$ cat config.mk
export PLATFORM = sky130hd
export DESIGN_NAME = adr_ctrl
export DESIGN_NICKNAME = d
export VERILOG_FILES = /design/src/rtl/adr_pkg.sv /design/src/rtl/adr_refresh_timer.sv /design/src/rtl/adr_strobe_neg.sv /design/src/rtl/adr_ctrl.sv
export SDC_FILE = /design/constraint.sdc
export NUM_CORES = 1
export LEC_CHECK = 0
export BUFFER_PORTS_ARGS = -buffer_cell sky130_fd_sc_hd__buf_2
export CAP_MARGIN = 40
export CORE_ASPECT_RATIO = 1.1
export CORE_MARGIN = 1
export CORE_UTILIZATION = 50
export DETAILED_ROUTE_END_ITERATION = 16
export PLACE_DENSITY = 0.74
export SLEW_MARGIN = 15
export SYNTH_ARGS = -nofsm -noshare
export SYNTH_HDL_FRONTEND = slang
export SYNTH_HIERARCHICAL = 1
export SYNTH_SLANG_ARGS = --single-unit
$ cat constraint.sdc
create_clock -name clk_sys_in -period 6.3 [get_ports clk_sys_in]
set_input_delay 0.63 -clock clk_sys_in [delete_from_list [all_inputs] [get_ports clk_sys_in]]
set_output_delay 0.63 -clock clk_sys_in [all_outputs]
set_load 0.02 [all_outputs]
$ cat src/rtl/adr_pkg.sv
// Purpose: Shared constants for the asynchronous DRAM refresh controller
// Assumes: 100 MHz bus clock, module-relative register offsets
// Notes:   Field positions and reset values are named once here
package adr_pkg;
  // ----------------------------------------------------------------
  // Register offsets (byte, relative to module base)
  // ----------------------------------------------------------------
  localparam logic [8:0] OFS_DRAM_CONFIG = 9'h100; // Control register
  localparam logic [8:0] OFS_BLK0_ADDR_CTRL = 9'h108; // Block 0 address/control
  localparam logic [8:0] OFS_BLK0_MASK = 9'h10C; // Block 0 mask
  localparam logic [8:0] OFS_BLK1_ADDR_CTRL = 9'h110; // Block 1 address/control
  localparam logic [8:0] OFS_BLK1_MASK = 9'h114; // Block 1 mask
  // ----------------------------------------------------------------
  // Control register fields
  // ----------------------------------------------------------------
  localparam int CFG_SYNC_BIT = 15; // Synchronous select, sticky
  localparam int CFG_RSVD_BIT = 14; // Reserved, reads zero
  localparam int CFG_NO_MUX_BIT = 13; // No address multiplexing
  localparam int CFG_RSW_LSB = 11; // Refresh strobe width field
  localparam int CFG_RPC_LSB = 9; // Refresh precharge field
  localparam int CFG_RCNT_LSB = 0; // Refresh count field
  localparam int CFG_RCNT_W = 9; // Refresh count width
  localparam logic [15:0] CFG_RESET = 16'h0000; // Control reset value
  // ----------------------------------------------------------------
  // Block address/control fields
  // ----------------------------------------------------------------
  localparam int BLK_KEEPALIVE_BIT = 15; // Block refresh enable
  localparam int BLK_BASE_LSB = 18; // Base address field
  localparam int BLK_CAS_LSB = 12; // Column strobe time field
  localparam int BLK_RP_LSB = 10; // Access precharge field
  localparam int BLK_RCD_BIT = 8; // Row to column delay
  localparam logic [31:0] BLK_RESET = 32'h00000000; // Refresh enable clear
  // ----------------------------------------------------------------
  // Timing counts
  // ----------------------------------------------------------------
  localparam logic [2:0] RSW_BASE_CLKS = 3'h2; // Code 0 gives 2 clocks
  localparam logic [2:0] RPC_BASE_CLKS = 3'h1; // Code 0 gives 1 clock
  localparam int RCNT_SCALE_SHIFT = 4; // Interval unit of 16 clocks
  localparam int CNT_W = 13; // Holds up to 8191
endpackage

$ cat src/rtl/adr_refresh_timer.sv
// Purpose: Periodic refresh request generator
// Assumes: Count field sampled live; new value applies at next reload
// Notes:   Request is a level held until acknowledged or until enable_in drops
module adr_refresh_timer (
  input wire logic clk_sys_in, // Bus clock
  input wire logic sys_rst_in, // Async reset, active high
  input wire logic [8:0] count_field_in, // Refresh count field
  input wire logic enable_in, // Async mode and any block keepalive enabled
  input wire logic ack_in, // Refresh taken
  output logic req_out // Refresh pending
);
  // ----------------------------------------------------------------
  // Interval counter
  // ----------------------------------------------------------------
  logic [12:0] cnt; // Clocks left in interval
  logic [12:0] next_cnt;
  logic next_req;
  logic [12:0] reload; // (field+1)*16 - 1
  logic [4:0] gap; // Clocks since last interval end, saturating
  logic [4:0] next_gap;
  always_comb begin
    // Interval is (field+1)*16 clocks
    reload = 13'({4'h0, count_field_in} << adr_pkg::RCNT_SCALE_SHIFT)
      + 13'h000F;
    next_cnt = cnt;
    next_req = req_out;
    // Helper for the spacing check; a long repetition would be costly
    next_gap = (gap == 5'h1F) ? gap : gap + 5'h01;
    if (!enable_in) begin
      next_cnt = reload;
      next_req = 1'b0;
    end else if (cnt == 13'h0000) begin
      next_cnt = reload;
      next_gap = 5'h00;
      next_req = 1'b1; // Set wins over ack
    end else begin
      next_cnt = cnt - 13'h0001;
      if (ack_in) begin
        next_req = 1'b0;
      end
    end
  end
  // Register the counter state
  always_ff @(posedge clk_sys_in or posedge sys_rst_in) begin
    if (sys_rst_in) begin
      cnt <= 13'h000F;
      req_out <= 1'b0;
      gap <= 5'h1F;
    end else begin
      cnt <= next_cnt;
      req_out <= next_req;
      gap <= next_gap;
    end
  end
endmodule

$ cat src/rtl/adr_strobe_neg.sv
// Purpose: Falling-edge retiming of DRAM strobes
// Assumes: Inputs come from rising-edge logic of the same clock
// Notes:   Gives half a clock of setup to the DRAM pins
module adr_strobe_neg (
  input wire logic clk_sys_in, // Bus clock
  input wire logic sys_rst_in, // Async reset, active high
  input wire logic [1:0] ras_n_in, // Row strobes, rising timed
  input wire logic [3:0] cas_n_in, // Column strobes, rising timed
  output logic [1:0] ras_n_out, // Row strobes to pins
  output logic [3:0] cas_n_out // Column strobes to pins
);
  // ----------------------------------------------------------------
  // Negedge register
  // ----------------------------------------------------------------
  // Strobes move only on the falling edge
  always_ff @(negedge clk_sys_in or posedge sys_rst_in) begin
    if (sys_rst_in) begin
      ras_n_out <= 2'h3;
      cas_n_out <= 4'hF;
    end else begin
      ras_n_out <= ras_n_in;
      cas_n_out <= cas_n_in;
    end
  end
endmodule

$ cat src/rtl/adr_ctrl.sv
// Purpose: Asynchronous DRAM controller core with register map and refresh
// Assumes: Register port is the internal bus, one access per cycle
// Notes:   Synchronous-mode sequencing is out of scope; only the mode bit is held
module adr_ctrl (
  input wire logic clk_sys_in, // Bus clock
  input wire logic sys_rst_in, // Async reset, active high
  input wire logic reg_sel_in, // Register access strobe
  input wire logic reg_wr_in, // 1 write, 0 read
  input wire logic reg_ext_in, // Access from off-chip master
  input wire logic [8:0] reg_addr_in, // Module-relative byte offset
  input wire logic [31:0] reg_wdata_in, // Write data
  output logic [31:0] reg_rdata_out, // Read data
  output logic reg_ack_out, // Register access done
  input wire logic mem_req_in, // DRAM access request
  input wire logic mem_wr_in, // DRAM access is a write
  input wire logic [31:0] mem_addr_in, // DRAM byte address
  input wire logic [3:0] mem_be_in, // Byte enables, bit3 = MSB lane
  output logic mem_ack_out, // DRAM access termination
  output logic [31:0] dram_addr_out, // Address bus to DRAM
  output logic [1:0] ras_n_out, // Row strobes, active low
  output logic [3:0] cas_n_out, // Column strobes, active low
  output logic write_indicator_n_out, // DRAM write, active low
  output logic sync_mode_out, // Synchronous mode selected
  output logic refresh_busy_out // Refresh in progress
);
  // ----------------------------------------------------------------
  // Registers
  // ----------------------------------------------------------------
  logic [15:0] dram_config; // Shared control
  logic [31:0] blk_addr_ctrl [2]; // Per-block address/control
  logic [31:0] blk_mask [2]; // Per-block mask
  logic [15:0] next_config;
  logic [31:0] next_addr_ctrl [2];
  logic [31:0] next_mask [2];
  logic [31:0] next_rdata;
  logic next_rack;
  logic wr_en; // Write strobe
  // Off-chip masters may touch only this map, so every decode here is open
  // to them; other resources are refused elsewhere in the chip
  assign wr_en = reg_sel_in & reg_wr_in;
  // Next register values and read mux
  always_comb begin
    next_config = dram_config;
    next_addr_ctrl = blk_addr_ctrl;
    next_mask = blk_mask;
    next_rdata = 32'h00000000;
    next_rack = reg_sel_in;
    if (wr_en) begin
      case (reg_addr_in)
        adr_pkg::OFS_DRAM_CONFIG: begin
          next_config = reg_wdata_in[31:16];
          next_config[adr_pkg::CFG_RSVD_BIT] = 1'b0;
          // Sync bit can only be set
          next_config[adr_pkg::CFG_SYNC_BIT] = dram_config[adr_pkg::CFG_SYNC_BIT]
            | reg_wdata_in[16 + adr_pkg::CFG_SYNC_BIT];
        end
        adr_pkg::OFS_BLK0_ADDR_CTRL: next_addr_ctrl[0] = reg_wdata_in;
        adr_pkg::OFS_BLK0_MASK: next_mask[0] = reg_wdata_in;
        adr_pkg::OFS_BLK1_ADDR_CTRL: next_addr_ctrl[1] = reg_wdata_in;
        adr_pkg::OFS_BLK1_MASK: next_mask[1] = reg_wdata_in;
        default: ; // Unmapped write ignored
      endcase
    end else if (reg_sel_in) begin
      case (reg_addr_in)
        adr_pkg::OFS_DRAM_CONFIG: next_rdata = {dram_config, 16'h0000};
        adr_pkg::OFS_BLK0_ADDR_CTRL: next_rdata = blk_addr_ctrl[0];
        adr_pkg::OFS_BLK0_MASK: next_rdata = blk_mask[0];
        adr_pkg::OFS_BLK1_ADDR_CTRL: next_rdata = blk_addr_ctrl[1];
        adr_pkg::OFS_BLK1_MASK: next_rdata = blk_mask[1];
        default: next_rdata = 32'h00000000; // Unmapped reads zero
      endcase
    end
  end
  // Register file storage
  always_ff @(posedge clk_sys_in or posedge sys_rst_in) begin
    if (sys_rst_in) begin
      dram_config <= adr_pkg::CFG_RESET;
      blk_addr_ctrl[0] <= adr_pkg::BLK_RESET;
      blk_addr_ctrl[1] <= adr_pkg::BLK_RESET;
      blk_mask[0] <= adr_pkg::BLK_RESET;
      blk_mask[1] <= adr_pkg::BLK_RESET;
      reg_rdata_out <= 32'h00000000;
      reg_ack_out <= 1'b0;
    end else begin
      dram_config <= next_config;
      blk_addr_ctrl <= next_addr_ctrl;
      blk_mask <= next_mask;
      reg_rdata_out <= next_rdata;
      reg_ack_out <= next_rack;
    end
  end
  // ----------------------------------------------------------------
  // Decode and refresh request
  // ----------------------------------------------------------------
  logic [1:0] hit; // Block address match
  logic [1:0] keep; // Block refresh enables
  genvar gi;
  generate
    for (gi = 0; gi < 2; gi++) begin : g_blk
      // Overlap is software's duty; on a double hit block 1 wins
      assign hit[gi] = ((mem_addr_in[31:18] ^ blk_addr_ctrl[gi][31:18])
        & ~blk_mask[gi][31:18]) == 14'h0000;
      assign keep[gi] = blk_addr_ctrl[gi][adr_pkg::BLK_KEEPALIVE_BIT];
    end
  endgenerate
  logic rf_req; // Refresh pending
  logic rf_ack; // Refresh started
  logic async_mode;
  assign async_mode = ~dram_config[adr_pkg::CFG_SYNC_BIT];
  adr_refresh_timer u_timer (
    .clk_sys_in(clk_sys_in),
    .sys_rst_in(sys_rst_in),
    .count_field_in(dram_config[8:0]),
    .enable_in(async_mode & (|keep)),
    .ack_in(rf_ack),
    .req_out(rf_req)
  );
  // ----------------------------------------------------------------
  // Sequencer
  // ----------------------------------------------------------------
  typedef enum logic [5:0] {
    ST_IDLE = 6'b000001, // Waiting
    ST_ROW = 6'b000010, // Row strobe, row to column delay
    ST_COL = 6'b000100, // Column strobe held
    ST_PRE = 6'b001000, // Access precharge
    ST_RF = 6'b010000, // Refresh row strobe
    ST_RFPRE = 6'b100000 // Refresh precharge
  } adr_state_e;
  adr_state_e st, next_st;
  logic [2:0] tmr, next_tmr; // Phase clocks left
  logic [0:0] blk, next_blk; // Active block
  logic [1:0] ras_q, next_ras; // Row strobes before retiming
  logic [3:0] cas_q, next_cas;
  logic next_mack, next_wi_n, next_busy, next_rf_ack;
  logic [31:0] next_addr;
  logic [31:0] cur_ctl; // Selected block control
  assign cur_ctl = blk_addr_ctrl[blk];
  assign rf_ack = next_rf_ack;
  // State transitions and strobe values
  always_comb begin
    next_st = st;
    next_tmr = tmr;
    next_blk = blk;
    next_ras = ras_q;
    next_cas = cas_q;
    next_mack = 1'b0;
    next_wi_n = write_indicator_n_out;
    next_busy = refresh_busy_out;
    next_addr = dram_addr_out;
    next_rf_ack = 1'b0;
    case (st)
      ST_IDLE: begin
        // Refresh precedes any new access
        if (rf_req) begin
          next_st = ST_RF;
          next_rf_ack = 1'b1;
          next_busy = 1'b1;
          next_ras = ~keep; // Both enabled blocks together
          // Width code 00..11 gives 2..5 clocks
          next_tmr = adr_pkg::RSW_BASE_CLKS
            + {1'b0, dram_config[adr_pkg::CFG_RSW_LSB +: 2]} - 3'h1;
        end else if (mem_req_in && async_mode && (|hit)) begin
          next_st = ST_ROW;
          next_blk = hit[1] ? 1'b1 : 1'b0;
          next_ras = hit[1] ? 2'b01 : 2'b10; // One strobe per block
          next_wi_n = ~mem_wr_in;
          next_addr = mem_addr_in; // Row address
          next_tmr = {2'h0, blk_addr_ctrl[hit[1]][adr_pkg::BLK_RCD_BIT]};
        end
      end
      ST_ROW: begin
        if (tmr == 3'h0) begin
          next_st = ST_COL;
          // Lane 0 drives MSB byte
          next_cas = ~{mem_be_in[0], mem_be_in[1], mem_be_in[2], mem_be_in[3]};
          // Column address muxed unless disabled
          if (!dram_config[adr_pkg::CFG_NO_MUX_BIT]) begin
            next_addr = {16'h0000, mem_addr_in[31:16]};
          end
          // Access timing from own block
          next_tmr = {1'b0, cur_ctl[adr_pkg::BLK_CAS_LSB +: 2]};
        end else begin
          next_tmr = tmr - 3'h1;
        end
      end
      ST_COL: begin
        if (tmr == 3'h0) begin
          next_st = ST_PRE;
          next_ras = 2'b11;
          next_cas = 4'hF;
          next_mack = 1'b1; // Own termination
          next_wi_n = 1'b1;
          next_tmr = {1'b0, cur_ctl[adr_pkg::BLK_RP_LSB +: 2]};
        end else begin
          next_tmr = tmr - 3'h1;
        end
      end
      ST_PRE: begin
        if (tmr == 3'h0) begin
          next_st = ST_IDLE;
        end else begin
          next_tmr = tmr - 3'h1;
        end
      end
      ST_RF: begin
        if (tmr == 3'h0) begin
          next_st = ST_RFPRE;
          next_ras = 2'b11;
          // Code 00..11 gives 1..4 clocks
          next_tmr = adr_pkg::RPC_BASE_CLKS
            + {1'b0, dram_config[adr_pkg::CFG_RPC_LSB +: 2]} - 3'h1;
        end else begin
          next_tmr = tmr - 3'h1;
        end
      end
      ST_RFPRE: begin
        if (tmr == 3'h0) begin
          next_st = ST_IDLE;
          next_busy = 1'b0;
        end else begin
          next_tmr = tmr - 3'h1;
        end
      end
      default: begin
        next_st = ST_IDLE;
        next_ras = 2'b11;
        next_cas = 4'hF;
      end
    endcase
  end
  // Sequencer registers
  always_ff @(posedge clk_sys_in or posedge sys_rst_in) begin
    if (sys_rst_in) begin
      st <= ST_IDLE;
      tmr <= 3'h0;
      blk <= 1'b0;
      ras_q <= 2'h3;
      cas_q <= 4'hF;
      mem_ack_out <= 1'b0;
      write_indicator_n_out <= 1'b1;
      refresh_busy_out <= 1'b0;
      dram_addr_out <= 32'h00000000;
      sync_mode_out <= 1'b0;
    end else begin
      st <= next_st;
      tmr <= next_tmr;
      blk <= next_blk;
      ras_q <= next_ras;
      cas_q <= next_cas;
      mem_ack_out <= next_mack;
      write_indicator_n_out <= next_wi_n;
      refresh_busy_out <= next_busy;
      dram_addr_out <= next_addr;
      sync_mode_out <= next_config[adr_pkg::CFG_SYNC_BIT];
    end
  end
  // Pin retiming to the falling edge
  adr_strobe_neg u_neg (
    .clk_sys_in(clk_sys_in),
    .sys_rst_in(sys_rst_in),
    .ras_n_in(ras_q),
    .cas_n_in(cas_q),
    .ras_n_out(ras_n_out),
    .cas_n_out(cas_n_out)
  );
endmodule

=== Yosys cells after proc, flatten, opt, wreduce, memory -nomap -nowiden ===
Cells that the tools add are included.

* Logic and storage cells: 154
* Output and inout port bits: 75
* Flip-flop bits (word level): 247
* Bits of input ports: 84

* Bitwise operators: 18
* Mux-type cells: 53
* $add $sub $neg: 7
* Eq/ne operators: 24
* Reductions and logical operators: 29
* Magnitude comparators: 2

{| class="wikitable"
|+ Operators by type and width
! kind !! number
|-
| $mux W32 || 6
|-
| $pmux W32 S5 || 1
|-
| $pmux W32 S2 || 1
|-
| $eq A9 B9 Y1 const B || 5
|-
| $mux W14 || 3
|-
| $mux W6 || 6
|-
| $pmux W6 S5 || 1
|-
| $and A14 B14 Y14 || 2
|-
| $logic_not A14 Y1 || 2
|-
| $not A14 Y14 || 2
|-
| $xor A14 B14 Y14 || 2
|-
| $mux W9 || 3
|-
| $mux W13 || 2
|-
| $mux W3 || 6
|-
| $ne A2 B2 Y1 const B || 8
|-
| $pmux W3 S5 || 1
|-
| $reduce_and A3 Y1 || 5
|-
| $add A13 B4 Y13 const B || 1
|-
| $logic_not A13 Y1 || 1
|-
| $mux W1 || 13
|-
| $sub A13 B1 Y13 const B || 1
|-
| $pmux W4 S3 || 1
|-
| $reduce_and A2 Y1 || 5
|-
| $reduce_and A5 Y1 || 2
|-
| 31 further kinds || 53
|}

=== Logic depth before layout (Yosys ltp) ===
Gate-level depths: netlist of run 1.

* Depth after elaboration: 10
* Depth in mapped cells: 9
* Depth with buffers taken out: 8

=== Hierarchy ===
Netlist of run 1, hierarchy kept.

{| class="wikitable"
|+ Modules (own cells, without submodules)
! module !! cells an instance !! instances !! sequential area each (um^2) !! area each (um^2)
|-
| adr_ctrl || 797 || 1 || 5690.5 || 10153.5
|-
| adr_refresh_timer || 79 || 1 || 355.3 || 750.7
|-
| adr_strobe_neg || 8 || 1 || 157.7 || 165.2
|}

==> flow_summary.json, run 1 <==
{
  "outcome": "complete, no violations",
  "pin_count": 159,
  "final.setup.tns_ns": 0,
  "synth_area_leaders": "dfrtp_1, mux2_2, dfstp_2, a21oi_1, a22oi_1",
  "r2r_end": "u_neg/cas_n_out[3]",
  "crit_required_ns": 5.67,
  "yosysMostFrequentCell": "dfrtp_1",
  "rows": 56,
  "hold_ws_ns": 0.198,
  "synth_fp_nets": 973,
  "gr-total-overflow": 0,
  "grt_usage": 0.242,
  "ir_drop_mv": 0.190,
  "p_int_mw": 3.14,
  "tightest_slew_ns": 0.879,
  "cts_max_level": 1,
  "timing.rr.start": "cas_q[3]",
  "synth_top_flop_cell": "dfrtp_1",
  "grt_antenna_before_repair": 3,
  "syn_to_final_growth_pct": 18.3,
  "nNetsFinal": 1129,
  "p_switching_mw": 1.41,
  "relSlewSlack": 0.412,
  "synth_edf_count": 0,
  "critPathLaunchType": "flop",
  "cts_hold_buffers": 0,
  "clkTransAtPathRegs_ns": 0.06,
  "initial_utilization": 0.515,
  "clkLatencyLatePin_ns": 0.58,
  "coreArea_um2": 21500,
  "power_frac_clock": 0.347,
  "seq_area_um2": 6200,
  "hold_viol_final": 0,
  "crit_chain": "buf_2",
  "slew_violations": 0,
  "power.share.sequential": 0.423,
  "startpoint": "u_neg/cas_n_out[2]",
  "setup_viol_count_final": 0,
  "wl_per_cell_um": 20.1,
  "die-area_um2": 22700,
  "max_stage_delay_ns": 0.50,
  "max-cap-violations": 0,
  "netlist_area_um2": 11100,
  "synth_seq_area_share": 0.560,
  "synth.avg_cell_area_um2": 12.5,
  "arrival_ns": 4.38,
  "yosysWarningCount": 6,
  "synth.distinct_cells": 61,
  "layout-drive-gt1-share": 0.369,
  "swShare": 0.309,
  "synthTopCellsByCount": "dfrtp_1, mux2_2, a21oi_1",
  "yosysTopAreaCell": "dfrtp_1",
  "grt_pass1_vias": 7824,
  "via_count": 7835,
  "io_buffers": 157,
  "slowest_stage": "dfstp_2",
  "cts_tree": "built",
  "ant_nets": 0,
  "syn_inst": 884,
  "ff2ff_path_depth": 0,
  "numCtsBuffers": 25,
  "powerDensity_nw_per_um2": 347,
  "design_area_um2": 13100,
  "die_h_um": 158,
  "cp_max_fo": 1,
  "cts.sinks": 247,
  "end_kind": "output pin",
  "die_w_um": 144,
  "synth_top_area_frac": 0.518,
  "grt_pass1_wl_um": 42300,
  "finalPower_mw": 4.54,
  "drt_iter0_drc": 393,
  "crit_type": "flop to output pin",
  "root_buffer": "clkbuf_16",
  "regToRegSetupSlack_ns": 2.61,
  "wl_um": 27100,
  "fillers": 1726,
  "p_comb_frac": 0.230,
  "gp_congestion": 0.842,
  "clock_skew_ns": 0.0573,
  "final_core_util": 0.609,
  "async_flop_share": 1.00,
  "place_hpwl_um": 17900,
  "power.leakage_nw": 6.32,
  "cpLargestDelayFamily": "flip-flops",
  "post_cts_buffers": 0,
  "vias_per_cell": 5.80,
  "critPathBufInv": 1,
  "dr.pass1.iters": 5,
  "synth_seq_cells": 247,
  "ctsResizeCount": 0,
  "hp-class": "input port to async pin",
  "clockBufferDepth": 3,
  "grt_max_degree": 165,
  "rsz0062_at_grt": "false",
  "dpl-instance-area_um2": 12200,
  "multi_input_area_um2": 4590,
  "drc_errors": 0
}
## worst max-delay path by stage
stage	end	slack, ns	cells past startpoint
floorplan	cas_n_out[0]	1.97	0
global placement	ras_n_out[1]	1.87	1
detailed placement	ras_n_out[1]	1.87	1
CTS	ras_n_out[1]	1.27	1
global route	ras_n_out[0]	1.25	1
finish	cas_n_out[2]	1.29	1
## registers in the layout (all words and copies together) (netlist names), 3 cells and up
register and flops:
st 6, u_neg/cas_n_out 4, tmr 3, u_timer/cnt 13
blk_addr_ctrl 64, dram_config 15, cas_q 4, dram_addr_out 32
blk_mask 64, reg_rdata_out 32
## final cells by class
type                       instances  area share
multi-input combinational        568       0.351
tap                              290      0.0277
sequential                       247       0.474
clock buffer                      37      0.0543
timing repair buffer             177      0.0751
antenna                            2    0.000382
clock inverter                    14      0.0136
inverter                          15     0.00459
## metal layers
metal / part of all wire / track usage
met1: 0.44 / 0.327
met2: 0.47 / 0.393
met3: 0.071 / 0.0472
met4: 0.019 / 0.0765
met5: 0.00048 / 0
## cell usage in the layout, fill, tap and decap left out, types with 6 or more instances in the layout
cell type	count
a21oi_1	79
clkbuf_1	8
nor4_1	7
nor3_1	8
inv_1	20
clkbuf_16	25
a31oi_1	21
o22ai_1	19
a22oi_1	50
a22o_1	16
dfrtp_1	229
nand2b_1	6
mux2i_1	36
xnor2_1	32
buf_2	157
o21ai_0	20
dfstp_2	18
nor2_1	27
mux2_2	134
xor2_1	9
nand2_1	26
buf_4	15
mux2_1	10
## kinds of logic after synthesis
| family | after synthesis | synth area share |
|---|---|---|
| compound gates | 224 | 0.131 |
| xor+xnor | 41 | 0.0324 |
| fa+ha+maj | 5 | 0.00565 |
| buf+inv | 69 | 0.0287 |
| flops | 247 | 0.560 |
| mux | 180 | 0.179 |
| simple gates | 118 | 0.0630 |
## power by group through the flow
stage | logic (mW) | clock network [mW] | registers [mW]
2_1_floorplan | 0.718 | 0.00688 | 1.99
3_3_place_gp | 1.01 | 0.00688 | 1.94
3_5_place_dp | 1.04 | 0.00688 | 1.95
4_1_cts | 1.04 | 1.61 | 1.92
5_1_grt | 1.15 | 1.68 | 1.94
6_report | 1.04 | 1.58 | 1.92
## metrics by stage
| step | setup slack (ns) | instances |
|---|---|---|
| after floorplan | 1.97 | 884 |
| after global placement | 1.87 | 1293 |
| after detailed placement | 1.87 | 1297 |
| after CTS | 1.27 | 1347 |
| after global routing | 1.25 | 1349 |
| final | 1.29 | 1350 |
(Power assumes the default switching activity.)
==> run 2, diff against run 1 <==
--- a/config.mk
+++ b/config.mk
@@ -5,6 +5,7 @@
 export SDC_FILE = /design/constraint.sdc
 export NUM_CORES = 1
 export LEC_CHECK = 0
+export ABC_AREA = 1
 export BUFFER_PORTS_ARGS = -buffer_cell sky130_fd_sc_hd__buf_2
 export CAP_MARGIN = 40
 export CORE_ASPECT_RATIO = 1.1
==> constraint.sdc (replaced) <==
create_clock -name clk_sys_in -period 4.1 [get_ports clk_sys_in]
set_input_delay 0.41 -clock clk_sys_in [delete_from_list [all_inputs] [get_ports clk_sys_in]]
set_output_delay 0.41 -clock clk_sys_in [all_outputs]
set_load 0.02 [all_outputs]
==> flow_summary.json, run 2 <==
{
  "die-area_um2": 23400,
  "grt_pass1_wl_um": 48500,
  "highest_layer": "met4",
  "post_cts_buffers": 0,
  "slowest_stage": "dfstp_2",
  "layout_commonest_cell": "nand2_1",
  "coreArea_um2": 22300,
  "gr-total-overflow": 0,
  "synth_seq_area_share": 0.543,
  "tightest_slew_ns": 0.832,
  "die_h_um": 161,
  "synth_top_area_frac": 0.502,
  "synth.area.mux_share": 0.00175,
  "cts_hold_buffers": 1,
  "yosysWarningCount": 6,
  "startpoint": "u_neg/cas_n_out[0]",
  "hold_viol_final": 0,
  "grt_max_degree": 104,
  "synth_top_family_by_area": "simple AND/OR/NAND/NOR gates",
  "synth_seq_cells": 247,
  "dr.pass1.iters": 5,
  "synth_top_flop_cell": "dfrtp_1",
  "synth-adder-area-share": 0.00548,
  "regToRegSetupSlack_ns": 1.50,
  "pin_count": 159,
  "timing.rr.start": "ras_q[1]",
  "hold_ws_ns": 0.0212,
  "syn_to_final_growth_pct": 17.8,
  "die_w_um": 146,
  "vias_per_cell": 5.30,
  "ctsResizeCount": 0,
  "ff2ff_path_depth": 0,
  "synth.distinct_cells": 41,
  "worst-path-stages": 1,
  "rsz0062_at_grt": "false",
  "synth.avg_cell_area_um2": 8.12,
  "synth-xor-area-share": 0.00537,
  "layout-drive-gt1-share": 0.171,
  "netlist_area_um2": 11400,
  "ir_drop_mv": 0.352,
  "grt_pass1_vias": 9611,
  "async_flop_share": 1.00,
  "arrival_ns": 3.29,
  "drc_errors": 0,
  "hp-class": "input port to flop",
  "critPathBufInv": 1,
  "cp_max_fo": 1,
  "nNetsFinal": 1648,
  "design_area_um2": 13500,
  "clock_skew_ns": 0.0464,
  "synth_edf_count": 0,
  "wl_um": 29900,
  "root_buffer": "clkbuf_16",
  "ant_nets": 0,
  "end_kind": "output pin",
  "r2r_end": "u_neg/ras_n_out[1]",
  "io_buffers": 157,
  "wl_met2_um": 14100,
  "wl_met3_um": 2440,
  "yosysMostFrequentCell": "nand2_1",
  "synthSimpleGateAreaFrac": 0.246,
  "slew_violations": 0,
  "critPathLaunchType": "flop",
  "setup_viol_count_final": 0,
  "synthTopCellsByCount": "nand2_1, dfrtp_1, o21ai_0",
  "max_stage_delay_ns": 0.50,
  "drt_iter0_drc": 800,
  "yosysTopAreaCell": "dfrtp_1",
  "crit_type": "flop to output pin",
  "hold_depth": 1,
  "gp_congestion": 0.895,
  "dpl-instance-area_um2": 12500,
  "cpLargestDelayFamily": "flip-flops",
  "numCtsBuffers": 27,
  "via_count": 9949,
  "hp-start": "reg_sel_in",
  "cts_max_level": 1,
  "wl_per_cell_um": 15.9,
  "power.leakage_nw": 6.90,
  "synth_fp_nets": 1496,
  "powerDensity_nw_per_um2": 415,
  "initial_utilization": 0.513,
  "syn_inst": 1407,
  "cts.sinks": 247,
  "outcome": "complete, no violations",
  "whs_endpoint": "reg_ack_out",
  "crit_chain": "buf_2",
  "relSlewSlack": 0.441,
  "place_hpwl_um": 20100,
  "wl_met1_um": 12500,
  "top_regs": "blk_addr_ctrl x64, blk_mask x64",
  "clkTransAtPathRegs_ns": 0.05,
  "grt_antenna_before_repair": 1,
  "crit_required_ns": 3.69,
  "max-cap-violations": 0,
  "synth_compound_area_frac": 0.123,
  "grt_usage": 0.260,
  "clockBufferDepth": 3,
  "synth_area_leaders": "dfrtp_1, nand2_1, o21ai_0, inv_1, dfstp_2",
  "clkLatencyLatePin_ns": 0.59,
  "final.setup.tns_ns": 0,
  "final_core_util": 0.605,
  "layout_common_cells": "nand2_1, dfrtp_1, buf_2",
  "cts_tree": "built",
  "rows": 57
}
## run 2: routing by layer
layer  GRT usage  up-vias
li1            -     4790
met1       0.341     4692
met2       0.437      413
met3      0.0472       54
met4      0.0838        0
met5           0        -
## run 2: stage by stage
stage          total power [mW]  worst slack (ns)  cells
3_5_place_dp               3.03             0.999   1819
4_1_cts                    5.63             0.385   1875
2_1_floorplan              2.86             0.731   1407
6_report                   5.58             0.398   1876
5_1_grt                    5.80             0.352   1875
3_3_place_gp               3.01             0.998   1817
## run 2: worst max-delay path by stage
stage,to
floorplan,blk
global placement,cas_n_out[1]
detailed placement,cas_n_out[0]
CTS,cas_n_out[0]
global route,ras_n_out[1]
finish,cas_n_out[0]
## run 2: layout make-up
type                       instances  area [um2]
tap                              295         369
multi-input combinational        950        4360
sequential                       247        6200
fill                            2018        8800
clock buffer                      41         808
timing repair buffer             174         957
clock inverter                    15         174
inverter                         153         578
antenna                            1        2.50
## run 2: report_power, final
group / internal, mW / total [mW] / switching, mW / leakage, nW
Sequential: 2.52 / 2.57 / 0.0478 / 3.37
Combinational: 0.129 / 0.401 / 0.272 / 3.02
Clock: 1.61 / 2.61 / 0.994 / 0.502
Total: 4.27 / 5.58 / 1.31 / 6.90
## run 2: cells by family after synthesis
family / after synthesis
compound gates: 248
xor+xnor: 7
fa+ha+maj: 5
buf+inv: 210
flops: 247
mux: 2
simple gates: 688
==> run 3, diff against run 2 <==
--- a/config.mk
+++ b/config.mk
@@ -9,10 +9,9 @@
 export BUFFER_PORTS_ARGS = -buffer_cell sky130_fd_sc_hd__buf_2
 export CAP_MARGIN = 40
 export CORE_ASPECT_RATIO = 1.1
-export CORE_MARGIN = 1
 export CORE_UTILIZATION = 50
 export DETAILED_ROUTE_END_ITERATION = 16
-export PLACE_DENSITY = 0.74
+export PLACE_DENSITY = 0.76
 export SLEW_MARGIN = 15
 export SYNTH_ARGS = -nofsm -noshare
 export SYNTH_HDL_FRONTEND = slang
==> flow_summary.json, run 3 (same netlist as run 2, synthesis figures left out) <==
{
  "design_area_um2": 13400,
  "relSlewSlack": 0.530,
  "powerDensity_nw_per_um2": 404,
  "layout-drive-gt1-share": 0.171,
  "crit_type": "flop to output pin",
  "grt_max_degree": 76,
  "setup_viol_count_final": 0,
  "dr.pass1.iters": 5,
  "ant_nets": 0,
  "layout_common_cells": "nand2_1, dfrtp_1, buf_2",
  "arrival_ns": 3.29,
  "clock_skew_ns": 0.0537,
  "rsz0062_at_grt": "false",
  "wl_um": 30100,
  "max_stage_delay_ns": 0.51,
  "clockBufferDepth": 3,
  "grt_pass1_wl_um": 49000,
  "end_kind": "output pin",
  "clkTransAtPathRegs_ns": 0.06,
  "tightest_slew_ns": 0.704,
  "max-cap-violations": 0,
  "power.leakage_nw": 6.89,
  "slew_violations": 0,
  "critPathLaunchType": "flop",
  "cpLargestDelayFamily": "flip-flops",
  "ctsResizeCount": 0,
  "syn_to_final_growth_pct": 17.6,
  "grt_antenna_before_repair": 1,
  "regToRegSetupSlack_ns": 1.50,
  "die_h_um": 161,
  "pin_count": 159,
  "nNetsFinal": 1651,
  "gp_congestion": 0.898,
  "grt_pass1_vias": 9656,
  "dpl-instance-area_um2": 12500,
  "cp_max_fo": 1,
  "layout_commonest_cell": "nand2_1",
  "hp-class": "input port to async pin",
  "clkLatencyLatePin_ns": 0.58,
  "drc_errors": 0,
  "outcome": "complete, no violations",
  "cts_tree": "built",
  "gr-total-overflow": 0,
  "final.setup.tns_ns": 0,
  "coreArea_um2": 22300,
  "place_hpwl_um": 19900,
  "ir_drop_mv": 0.281,
  "via_count": 9968,
  "critPathBufInv": 1,
  "antenna_cells": 0,
  "post_cts_buffers": 0,
  "slowest_stage": "dfstp_2",
  "hold_viol_final": 0,
  "cts.sinks": 247,
  "numCtsBuffers": 26,
  "initial_utilization": 0.513,
  "vias_per_cell": 5.31,
  "die_w_um": 146,
  "crit_required_ns": 3.69,
  "grt_usage": 0.261,
  "cts_max_level": 1,
  "rows": 57,
  "die-area_um2": 23400,
  "crit_chain": "buf_2",
  "io_buffers": 157,
  "drt_iter0_drc": 800,
  "root_buffer": "clkbuf_16",
  "wl_per_cell_um": 16.0,
  "top_regs": "blk_addr_ctrl x64, blk_mask x64"
}
==> run 3: cell types whose count changed in the layout (fill, tap and decap cells not counted), sizes merged <==
cell and change:
clkinvlp +1, clkbuf -3, diode -1, buf +4, inv -1, bufinv -1, clkinv +1
==> run 3: per-stage QoR <==
stage / instances / power, mW / hold WS (ns) / setup slack, ns / utilization
after floorplan: 1407 / 2.86 / 0.296 / 0.731 / -
after global placement: 1820 / 3.01 / 0.437 / 0.992 / 0.560
after detailed placement: 1823 / 3.03 / 0.455 / 0.988 / 0.562
after CTS: 1876 / 5.47 / 0.00608 / 0.377 / 0.603
after global routing: 1876 / 5.63 / 0.0382 / 0.359 / 0.603
final: 1876 / 5.43 / 0.0126 / 0.404 / 0.603
==> run 3: final cells by class <==
| cell class | instances | area (um2) |
|---|---|---|
| fill | 1990 | 8820 |
| sequential | 247 | 6200 |
| multi-input combinational | 950 | 4360 |
| timing repair buffer | 178 | 1000 |
| clock buffer | 38 | 777 |
| inverter | 153 | 578 |
| tap | 295 | 369 |
| clock inverter | 15 | 139 |
==> run 3: worst paths after layout <==
kind / cells past startpoint / to / start
max in group asynchronous: 2 / u_neg/cas_n_out[3] / sys_rst_in
min in group clk_sys_in: 4 / write_indicator_n_out / mem_wr_in
worst min-delay path: 2 / u_timer/req_out / sys_rst_in
worst min register to register: 2 / dram_addr_out[31] / dram_addr_out[31]
worst max-delay path: 1 / ras_n_out[1] / u_neg/ras_n_out[1]
worst max register to register: 0 / u_neg/cas_n_out[3] / cas_q[3]
==> run 3: power breakdown <==
part	switching (mW)	internal (mW)	total (mW)
clock network	0.975	1.48	2.45
logic	0.275	0.130	0.405
registers	0.0461	2.52	2.57
==> run 3: what timing repair did <==
action,CTS,global route
hold buffers,1,0
endpoints found under the setup margin,0,0
hold endpoints to repair,1,0
==> run 3: per-layer routing <==
layer / global-route usage / part of all wire / wire length (um) / vias up
li1: - / - / - / 4800
met1: 0.357 / 0.44 / 13100 / 4710
met2: 0.433 / 0.46 / 13900 / 396
met3: 0.0401 / 0.076 / 2280 / 60
met4: 0.0772 / 0.024 / 732 / 2
met5: 0 / 0.00043 / 13 / -
